$ cat src/gpc_regs.svh
// Register map, field positions, encodings and timing constants of the pin setup block.
`ifndef GPC_REGS_SVH
`define GPC_REGS_SVH

`define GPC_NPIN 2
`define GPC_PIN3_SETUP_ADDR 8'h73
`define GPC_PIN4_SETUP_ADDR 8'h74
`define GPC_IRQ_STATUS_ADDR 8'h80
`define GPC_IRQ_MASK_ADDR 8'h81
`define GPC_ALT_ENABLE_ADDR 8'h82

`define GPC_SETUP_RESET 8'h00
`define GPC_DRIVE_TYPE_BIT 0
`define GPC_DIRECTION_BIT 1
`define GPC_IN_LEVEL_BIT 2
`define GPC_OUT_LEVEL_BIT 3
`define GPC_EDGE_FALL_BIT 4
`define GPC_EDGE_RISE_BIT 5
`define GPC_DBNC_LSB 6
`define GPC_DBNC_MSB 7

`define GPC_DBNC_OFF 2'h0
`define GPC_DBNC_8MS 2'h1
`define GPC_DBNC_16MS 2'h2
`define GPC_DBNC_32MS 2'h3

`define GPC_DBNC_8_MS 8
`define GPC_DBNC_16_MS 16
`define GPC_DBNC_32_MS 32
`define GPC_US_PER_MS 1000
`define GPC_CLK_MHZ 25
`define GPC_CNT_W 20

`endif

$ cat src/gpc_pkg.sv
// Types shared by the pin setup block and its debounce filter.
package gpc_pkg;
  typedef logic [7:0] gpc_byte_t;
  typedef logic [7:0] gpc_addr_t;
  typedef logic [1:0] gpc_dbnc_t;
endpackage : gpc_pkg

$ cat src/gpc_filt_if.sv
// Signals between the pin setup block and one debounce filter.
`timescale 1ns/1ps
interface gpc_filt_if;
  import gpc_pkg::*;
  logic raw;
  logic en;
  gpc_dbnc_t sel;
  logic level;
  logic rise;
  logic fall;
  modport filt (input raw, input en, input sel, output level, output rise, output fall);
  modport user (output raw, output en, output sel, input level, input rise, input fall);
endinterface : gpc_filt_if

$ cat src/gpc_top.sv
// Setup, drive, pull, debounce and edge interrupt logic of general purpose pins 3 and 4.
//
// Design decision made here: the strobed register port.
`timescale 1ns/1ps
`include "gpc_regs.svh"
module gpc_top #(
  parameter int CNT_W = `GPC_CNT_W,
  parameter int DBNC_8_CYC = `GPC_DBNC_8_MS * `GPC_US_PER_MS * `GPC_CLK_MHZ,
  parameter int DBNC_16_CYC = `GPC_DBNC_16_MS * `GPC_US_PER_MS * `GPC_CLK_MHZ,
  parameter int DBNC_32_CYC = `GPC_DBNC_32_MS * `GPC_US_PER_MS * `GPC_CLK_MHZ
) (
  input wire logic i_clk,
  input wire logic i_reset,
  input wire gpc_pkg::gpc_addr_t i_addr,
  input wire gpc_pkg::gpc_byte_t i_wdata,
  input wire logic i_wr,
  input wire logic i_rd,
  output gpc_pkg::gpc_byte_t o_rdata,
  input wire logic [`GPC_NPIN-1:0] i_pin_in,
  output logic [`GPC_NPIN-1:0] o_pin_out,
  output logic [`GPC_NPIN-1:0] o_pin_oe,
  output logic [`GPC_NPIN-1:0] o_pullup_enable,
  output logic [`GPC_NPIN-1:0] o_pulldown_enable,
  input wire logic [`GPC_NPIN-1:0] i_alt_out,
  output logic [`GPC_NPIN-1:0] o_alt_in_active,
  output logic o_irq
);
  import gpc_pkg::*;

  // Tells whether an address selects the setup register of a pin.
  function automatic logic pin_hit(input gpc_addr_t addr, input int idx);
    pin_hit = (idx == 0) ? (addr == `GPC_PIN3_SETUP_ADDR) : (addr == `GPC_PIN4_SETUP_ADDR);
  endfunction : pin_hit

  // Builds the read value of a setup register, with the live level in input mode.
  function automatic gpc_byte_t read_setup(input gpc_byte_t cfg, input logic lvl, input logic in_mode);
    gpc_byte_t val;
    val = cfg;
    if (in_mode) begin
      val[`GPC_IN_LEVEL_BIT] = lvl;
    end
    read_setup = val;
  endfunction : read_setup

  // Applies the polarity that the direction bit gives to an alternate input.
  function automatic logic alt_active(input logic lvl, input logic dir);
    alt_active = dir ? lvl : !lvl;
  endfunction : alt_active

  gpc_byte_t setup [`GPC_NPIN];
  gpc_byte_t next_setup [`GPC_NPIN];
  logic [`GPC_NPIN-1:0] alt_en, next_alt_en;
  logic [`GPC_NPIN-1:0] status, next_status;
  logic [`GPC_NPIN-1:0] mask, next_mask;
  gpc_byte_t rdata, next_rdata;
  logic irq, next_irq;
  logic [`GPC_NPIN-1:0] pin_out, next_pin_out;
  logic [`GPC_NPIN-1:0] pin_oe, next_pin_oe;
  logic [`GPC_NPIN-1:0] pull_up, next_pull_up;
  logic [`GPC_NPIN-1:0] pull_down, next_pull_down;
  logic [`GPC_NPIN-1:0] alt_act, next_alt_act;
  logic [`GPC_NPIN-1:0] drive_hi;
  logic [`GPC_NPIN-1:0] in_mode;
  logic [`GPC_NPIN-1:0] lvl;
  logic [`GPC_NPIN-1:0] rise;
  logic [`GPC_NPIN-1:0] fall;
  logic [`GPC_NPIN-1:0] evt;

  // One debounce filter per pin, plus the edge event and mode decode of that pin.
  for (genvar g = 0; g < `GPC_NPIN; g++) begin : g_pin
    gpc_filt_if u_if ();

    // Input mode needs the alternate function off and direction 1.
    assign in_mode[g] = !alt_en[g] && setup[g][`GPC_DIRECTION_BIT];
    assign u_if.raw = i_pin_in[g];
    assign u_if.en = in_mode[g];
    assign u_if.sel = setup[g][`GPC_DBNC_MSB:`GPC_DBNC_LSB];
    assign lvl[g] = u_if.level;
    assign rise[g] = u_if.rise;
    assign fall[g] = u_if.fall;

    // Edge events count only in input mode and only for the selected edges.
    assign evt[g] = in_mode[g] && (
      (rise[g] && setup[g][`GPC_EDGE_RISE_BIT]) || (fall[g] && setup[g][`GPC_EDGE_FALL_BIT]));

    gpc_pin_filter #(
      .CNT_W(CNT_W),
      .LIM_8(DBNC_8_CYC),
      .LIM_16(DBNC_16_CYC),
      .LIM_32(DBNC_32_CYC)
    ) u_filt (
      .i_clk(i_clk),
      .i_reset(i_reset),
      .filt(u_if.filt)
    );
  end

  // Register writes, sticky interrupt status and the one-cycle read answer.
  always_comb begin
    next_alt_en = alt_en;
    next_mask = mask;
    next_status = status | evt; // Hardware set wins over a clear in the same cycle.
    for (int k = 0; k < `GPC_NPIN; k++) begin
      next_setup[k] = setup[k];
      if (i_wr && pin_hit(i_addr, k)) begin
        next_setup[k] = i_wdata;
        if (in_mode[k]) begin
          next_setup[k][`GPC_IN_LEVEL_BIT] = setup[k][`GPC_IN_LEVEL_BIT];
        end
      end
    end
    if (i_wr) begin
      case (i_addr)
        `GPC_IRQ_STATUS_ADDR: next_status = (status & ~i_wdata[`GPC_NPIN-1:0]) | evt;
        `GPC_IRQ_MASK_ADDR: next_mask = i_wdata[`GPC_NPIN-1:0];
        `GPC_ALT_ENABLE_ADDR: next_alt_en = i_wdata[`GPC_NPIN-1:0];
        default: ;
      endcase
    end
    next_rdata = '0;
    if (i_rd) begin
      case (i_addr)
        `GPC_PIN3_SETUP_ADDR: next_rdata = read_setup(setup[0], lvl[0], in_mode[0]);
        `GPC_PIN4_SETUP_ADDR: next_rdata = read_setup(setup[1], lvl[1], in_mode[1]);
        `GPC_IRQ_STATUS_ADDR: next_rdata = gpc_byte_t'(status);
        `GPC_IRQ_MASK_ADDR: next_rdata = gpc_byte_t'(mask);
        `GPC_ALT_ENABLE_ADDR: next_rdata = gpc_byte_t'(alt_en);
        default: next_rdata = '0;
      endcase
    end
    next_irq = |(next_status & next_mask);
  end

  // Registers the software visible state.
  always_ff @(posedge i_clk) begin
    if (i_reset) begin
      for (int k = 0; k < `GPC_NPIN; k++) begin
        setup[k] <= `GPC_SETUP_RESET;
      end
      alt_en <= '0;
      status <= '0;
      mask <= '0;
      rdata <= '0;
      irq <= 1'b0;
    end else begin
      for (int k = 0; k < `GPC_NPIN; k++) begin
        setup[k] <= next_setup[k];
      end
      alt_en <= next_alt_en;
      status <= next_status;
      mask <= next_mask;
      rdata <= next_rdata;
      irq <= next_irq;
    end
  end

  // Pin drive, pull selection and alternate input decode for every pin.
  always_comb begin
    for (int k = 0; k < `GPC_NPIN; k++) begin
      // The alternate output is taken as active high; the drive does not depend on direction while alt_en is set.
      drive_hi[k] = alt_en[k] ? i_alt_out[k] : setup[k][`GPC_OUT_LEVEL_BIT];
      next_pin_out[k] = 1'b0;
      next_pin_oe[k] = 1'b0;
      next_pull_up[k] = 1'b0;
      next_pull_down[k] = 1'b0;
      if (!in_mode[k]) begin
        // Low is always driven; high is driven by push-pull and released by open-drain.
        next_pin_out[k] = drive_hi[k];
        next_pin_oe[k] = !drive_hi[k] || setup[k][`GPC_DRIVE_TYPE_BIT];
      end else begin
        // The stored input level bit never reaches the pin in either mode.
        next_pull_up[k] = !setup[k][`GPC_OUT_LEVEL_BIT];
        next_pull_down[k] = setup[k][`GPC_OUT_LEVEL_BIT];
      end
      next_alt_act[k] = alt_en[k] && alt_active(lvl[k], setup[k][`GPC_DIRECTION_BIT]);
    end
  end

  // Registers the pin side outputs; the input level bit is not used here.
  always_ff @(posedge i_clk) begin
    if (i_reset) begin
      pin_out <= '0;
      pin_oe <= '0;
      pull_up <= '0;
      pull_down <= '0;
      alt_act <= '0;
    end else begin
      pin_out <= next_pin_out;
      pin_oe <= next_pin_oe;
      pull_up <= next_pull_up;
      pull_down <= next_pull_down;
      alt_act <= next_alt_act;
    end
  end

  // Drives the top level outputs from their registers.
  assign o_rdata = rdata;
  assign o_irq = irq;
  assign o_pin_out = pin_out;
  assign o_pin_oe = pin_oe;
  assign o_pullup_enable = pull_up;
  assign o_pulldown_enable = pull_down;
  assign o_alt_in_active = alt_act;
endmodule : gpc_top

$ cat src/gpc_pin_filter.sv
// Debounce filter and edge detector for one general purpose pin.
`timescale 1ns/1ps
`include "gpc_regs.svh"
module gpc_pin_filter #(
  parameter int CNT_W = `GPC_CNT_W,
  parameter int LIM_8 = `GPC_DBNC_8_MS * `GPC_US_PER_MS * `GPC_CLK_MHZ,
  parameter int LIM_16 = `GPC_DBNC_16_MS * `GPC_US_PER_MS * `GPC_CLK_MHZ,
  parameter int LIM_32 = `GPC_DBNC_32_MS * `GPC_US_PER_MS * `GPC_CLK_MHZ
) (
  input wire logic i_clk,
  input wire logic i_reset,
  gpc_filt_if.filt filt
);
  import gpc_pkg::*;

  logic primed, next_primed;
  logic level, next_level;
  logic rise, next_rise;
  logic fall, next_fall;
  logic [CNT_W-1:0] cnt, next_cnt;
  logic [CNT_W-1:0] limit;

  // Picks the number of stable cycles that the selected debounce time needs.
  always_comb begin
    case (filt.sel)
      `GPC_DBNC_8MS: limit = CNT_W'(LIM_8);
      `GPC_DBNC_16MS: limit = CNT_W'(LIM_16);
      default: limit = CNT_W'(LIM_32);
    endcase
  end

  // Accepts a new level at once without debounce, else after it has held for the whole time.
  always_comb begin
    next_primed = 1'b1;
    next_cnt = '0;
    next_level = level;
    if (!primed) begin
      next_level = filt.raw; // First sample after reset loads without an edge.
    end else if (filt.raw != level) begin
      if (!filt.en || filt.sel == `GPC_DBNC_OFF) begin
        next_level = filt.raw;
      end else if (cnt >= limit - CNT_W'(1)) begin
        next_level = filt.raw;
      end else begin
        next_cnt = cnt + CNT_W'(1);
      end
    end
    next_rise = primed && next_level && !level;
    next_fall = primed && !next_level && level;
  end

  // Registers the filter state.
  always_ff @(posedge i_clk) begin
    if (i_reset) begin
      primed <= 1'b0;
      cnt <= '0;
      level <= 1'b0;
      rise <= 1'b0;
      fall <= 1'b0;
    end else begin
      primed <= next_primed;
      cnt <= next_cnt;
      level <= next_level;
      rise <= next_rise;
      fall <= next_fall;
    end
  end

  // Drives the filtered level and the one-cycle edge pulses.
  assign filt.level = level;
  assign filt.rise = rise;
  assign filt.fall = fall;
endmodule : gpc_pin_filter

$ cat config.mk
export PLATFORM = sky130hd
export DESIGN_NAME = gpc_top
export DESIGN_NICKNAME = d
export VERILOG_FILES = /design/src/gpc_pkg.sv /design/src/gpc_filt_if.sv /design/src/gpc_top.sv /design/src/gpc_pin_filter.sv
export VERILOG_INCLUDE_DIRS = /design/src
export SDC_FILE = /design/constraint.sdc
export NUM_CORES = 1
export LEC_CHECK = 0
export BUFFER_PORTS_ARGS = -buffer_cell sky130_fd_sc_hd__buf_2
export CAP_MARGIN = 20
export CORE_ASPECT_RATIO = 0.5
export CORE_MARGIN = 3
export CORE_UTILIZATION = 46
export CTS_BUF_LIST = sky130_fd_sc_hd__clkbuf_4
export DETAILED_ROUTE_END_ITERATION = 10
export GPL_ROUTABILITY_DRIVEN = 0
export HOLD_SLACK_MARGIN = 0.08
export PLACE_DENSITY = 0.72
export SLEW_MARGIN = 20
export SYNTH_ARGS = -nofsm -noshare
export SYNTH_HDL_FRONTEND = slang
export SYNTH_SLANG_ARGS = --single-unit
$ cat constraint.sdc
create_clock -name i_clk -period 3.8 [get_ports i_clk]
set_clock_uncertainty 0.15 [all_clocks]
set_input_delay 0.57 -clock i_clk [delete_from_list [all_inputs] [get_ports i_clk]]
set_output_delay 0.57 -clock i_clk [all_outputs]
set_load 0.03 [all_outputs]
# Word level (Yosys, flattened, before mapping)
# Memory sizes are Yosys's and may differ from the RTL's.
# Cells that the tools add are included.
[classes]
magnitude_cmp = 2
n_bitwise = 13
reduce_logical = 49
add_sub_neg = 4
eq_ne = 11
muxes = 30
[ops]
columns = ["cell", "count"]
rows = [
  ["case mux 20 bit (2 select lines)", 2],
  ["adder 20 x 1 -> 20 bit (second input constant)", 2],
  [">= comparator 20 bit", 2],
  ["case mux 8 bit (5 select lines)", 1],
  ["subtractor 20 x 1 -> 20 bit (second input constant)", 2],
  ["two-way mux 8 bit", 4],
  ["equality test 8 bit (second input constant)", 3],
  ["logical AND 1 bit", 20],
  ["two-way mux 1 bit", 19],
  ["equality test 8 x 7 -> 1 bit (second input constant)", 2],
  ["zero test 1 bit", 12],
  ["OR reduction 2 bit", 6],
  ["OR reduction 5 bit", 2],
  ["two-way mux 2 bit", 4],
  ["logical OR 1 bit", 6],
  ["inverter 1 bit", 6],
  ["bitwise AND 2 bit", 2],
  ["equality test 2 x 1 -> 1 bit (second input constant)", 2],
  ["equality test 2 bit (second input constant)", 2],
  ["zero test 2 bit", 2],
  ["OR 2 bit", 2],
  ["!= test 1 bit", 2],
  ["inverter 2 bit", 1],
  ["OR 1 bit", 2],
  ["AND reduction 2 bit", 1],
]
[word_totals]
wordCells = 133
in_bits = 24
mem_count = 1
mem_bits_rw = 16
ff_bits = 72
out_inout_bits = 19
[mem_list]
columns = ["name", "words", "width", "rd", "rd_ports_with_merged_regs", "write_ports", "line", "text"]
rows = [
  ["setup", 2, 8, 2, 0, 2, "gpc_top.sv:50", "gpc_byte_t setup [`GPC_NPIN];"],
]

# Depth between registers and ports, before layout
# An unclocked memory read counts as a cell.
[logic_depth]
ltp_word = 12
ltp_mapped = 10
ltp_nobuf = 9

# Hierarchy
# A second synthesis with hierarchy kept.
[hier_totals]
cells_unflattened = 482
hier_area_um2 = 4455.5
[modules_own_cells]
columns = ["module", "cells_per_inst", "seq_area_each_um2", "instances", "area_per_inst_um2"]
rows = [
  ["gpc_top", 177, 820.8, 1, 1735.4],
  ["gpc_pin_filter at g_pin[1].u_filt", 152, 480.5, 1, 1371.3],
  ["gpc_pin_filter at g_pin[0].u_filt", 153, 480.5, 1, 1348.8],
]

# Worst setup path after synthesis
# Ideal clock, no wire load.
[synth_path]
path_kind = "register to register"
startpoint = "mem setup[0][14] (netlist bit)"
endpoint = "reg g_pin[1].u_filt.cnt[9]"
path_stages_with_launch = 11
setup_ps = 66
path_slack_ps = 1362
arrival_ps = 2222
path_buffers = 1
period_less_slack_ps = 2438
t_required_ps = 3584
path_cell_list = "dfxtp_1 -> inv_1 -> ha_1 -> inv_1 -> ha_1 -> a21oi_1 -> o21ai_0 -> o31ai_1 -> nand4_1 -> clkbuf_1 -> nor2b_1"
[synth_rtl]
columns = ["item", "line", "text"]
rows = [
  ["from (decl)", "gpc_top.sv:50", ""],
  ["to (signal assigned)", "gpc_pin_filter.sv:62", "cnt <= next_cnt;"],
  ["to (decl)", "gpc_pin_filter.sv:20", "logic [CNT_W-1:0] cnt, next_cnt;"],
]

==> results.md <==
- EDFF count, synth: 0
- Iteration count of the initial detailed-routing pass: 4
- Synth unique cells: 54
- Crit path launch type: flop
- Routed WL: 8743 um
- Hold path start: i_alt_out[0]
- Placed instance area: 4646 um2
- CP required: 4.03 ns
- Final ANT Viol Nets: 0
- Initial Util: 48.61%
- Mean post-synth cell area: 8.848 um2
- Peak VDD IR: 0.1273 mV
- Final #Nets: 589
- Syn nets: 548
- Global route overflow: 0
- PostCTS Resize Cnt: 0
- H-tree level count: 3
- Placeable Area: 8919 um2
- FF-to-FF Start: setup[0][14]
- Post-placement cell count: 637
- Final hold violations: 0
- Min-Delay Path Class: input pin to flop
- Seq cells post-synth: 88
- Vias: 3,490
- Max-cap violations: 0
- Share of layout cells above drive strength 1: 13.81%
- Die boundary width: 143.3 um
- Die H: 74.65 um
- Period utilization: 72.74%
- CTS Hold Buffers Added: 0
- Pleak: 1.791 nW
- Layout Cells excl Fill: 654
- Die area: 10,700 um2
- Clk root buf: clkbuf_4
- WHS: 0.1914 ns
- Fmax: 0.3618 GHz
- DRT iter0 DRCs: 124
- Worst-Margin Slew: 0.6151 ns
- Post-route cell area: 4750 um2
- # DRC: 0
- Critical path fanouts, max: 20
- Sequential fraction of the synthesis area: 40.63%
- Yosys warnings: 0
- Rel. slew slack: 58.93%
- CTS Sinks: 88
- Global-route wire length before repair: 14,810 um
- Io pins: 43
- P&R area growth vs syn: 9.553%
- Async S/R FF share, synth: 0%
- Critical path class: flop to flop
- Number of vias per cell: 5.336
- Pin count of the biggest net entering global routing: 30
- Clock Path Buffers: 2
- CP Capture Type: flop
- Cell area after synthesis: 4335 um2
- Core Util, Final: 53.25%
- CTS tree: yes
- Cell row count: 24
- Outcome: complete, no violations
- Crit path DAT: 2.99 ns
- Number of post-CTS setup repair buffers: 0
- Setup_tns: 0 ns
- Global-route total usage across every layer: 17.33%
- CTS Buf Count: 9
- Syn Inst Count: 490
- Fillcell total: 816
- Final setup violation count: 0
- Critical path origin: setup[0][14]
- Routed WL per cell: 13.37 um
- Vias in the first global route: 3,173
- Worst-path clk slew: 0.13 ns
- Pwr Density: 297.2 nW/um2
- Fin. max-slew vios: 0
- Detailed placement HPWL: 6517 um
- Initial antenna violation count: 1
- Worst skew pair latency: 0.43 ns
- Post-route minimum period: 2.764 ns
- Setup repair after global routing missed its margin: false
- Port Buffer Count: 42
- Top_reg_cell synth: dfxtp_1
state kept, by name, summed over array words and instances, names as in the netlist:
name,cells
g_pin.u_filt.filt.level,2
mask,2
o_irq,1
status,2
o_pulldown_enable,2
o_alt_in_active,2
g_pin.u_filt.filt.rise,2
g_pin.u_filt.primed,1
o_pin_oe,2
g_pin.u_filt.filt.fall,2
setup,16
o_pullup_enable,2
o_rdata,8
g_pin.u_filt.cnt,40
o_pin_out,2
alt_en,2
synthesized netlist by cell type (all sizes together), types with 2 or more instances:
library cell  number  area share, %
a2111oi            2           0.40
a211oi             3           0.81
a21o               2           0.35
a21oi             27            3.1
a22o               5            1.0
a22oi             10            1.8
a311oi             2           0.40
a41o               2           0.46
and2               6           0.89
and3              10            1.4
and4               3           0.61
buf                4           0.61
clkbuf            11           0.98
dfxtp             88             41
ha                34            9.8
inv               18            1.6
mux2               2           0.52
mux2i              8            1.8
nand2             41            3.5
nand2b             3           0.61
nand3             34            4.2
nand4             15            2.3
nor2              75            6.6
nor2b              6           0.87
nor3              13            1.5
nor3b              3           0.52
nor4               7            1.4
o21ai              4           0.46
xnor2             27            5.5
xor2              12            2.4
worst paths after layout:
path,to,slack (ns),cells after the start
hold reg to reg,g_pin[1].u_filt.cnt[0],0.31,1
setup reg to reg,g_pin[1].u_filt.cnt[7],1.04,10
setup / recovery,g_pin[1].u_filt.cnt[7],1.04,10
hold / removal,o_pin_oe[0],0.19,2
critical path: stages, from the launching register on:
cell     delay, ns
dfxtp_1       0.44
inv_1         0.09
ha_1          0.36
inv_1         0.08
ha_1          0.31
a21oi_1       0.15
o21ai_0       0.09
o31ai_1       0.51
nand4_1       0.16
buf_4         0.24
nor2_1        0.13
metrics by stage:
stage	total power [mW]	setup slack [ns]
final	1.412	1.036
after global routing	1.483	0.7706
after CTS	1.431	1.041
after detailed placement	1.002	1.093
after global placement	1.002	1.202
after floorplan	0.9765	1.362
where the power goes:
part | leakage, nW | switching [mW] | internal [mW]
combinational | 1.02 | 0.0324 | 0.0189
clock | 0.0624 | 0.298 | 0.133
sequential | 0.710 | 0.00349 | 0.927
total | 1.79 | 0.334 | 1.08
area by class of cell:
class / instances / area, um2 / area share (%)
Antenna cell: 1 / 2.502 / 0.05269
Clock buffer: 10 / 75.07 / 1.581
Clock inverter: 6 / 26.28 / 0.5532
Inverter: 19 / 71.32 / 1.502
Multi-Input combinational cell: 368 / 2434 / 51.24
Sequential cell: 88 / 1762 / 37.09
Tap cell: 117 / 146.4 / 3.082
Timing Repair Buffer: 45 / 232.7 / 4.900
kinds of logic after synthesis:
group | share of synthesized area [%]
AND/OR/NAND/NOR | 25.89
flip-flops | 40.63
AO/OA/AOI/OAI | 10.19
XOR/XNOR | 7.879
buffers and inverters | 3.232
adder cells (fa/ha/maj) | 9.812
multiplexers | 2.367
placed cells by master (no fill, tap or decap), types with 13 or more instances in the layout:
master,count
inv_1,18
dfxtp_1,88
a21oi_1,27
ha_1,34
nand4_1,14
nor3_1,13
buf_2,42
xnor2_1,27
nor2_1,73
nand2_1,41
nand3_1,33
layer usage:
layer  GRT usage, %  part of all wire (%)  vias to the layer above  routed length (um)
li1               -                     -                     1794                   -
met1          22.43                    47                     1630                4149
met2          29.00                    47                       58                4098
met3          4.759                   4.7                        8                 407
met4          5.010                   1.0                        0                  87
met5              0                     0                        -                   0
Power figures use the tool's default switching activity.
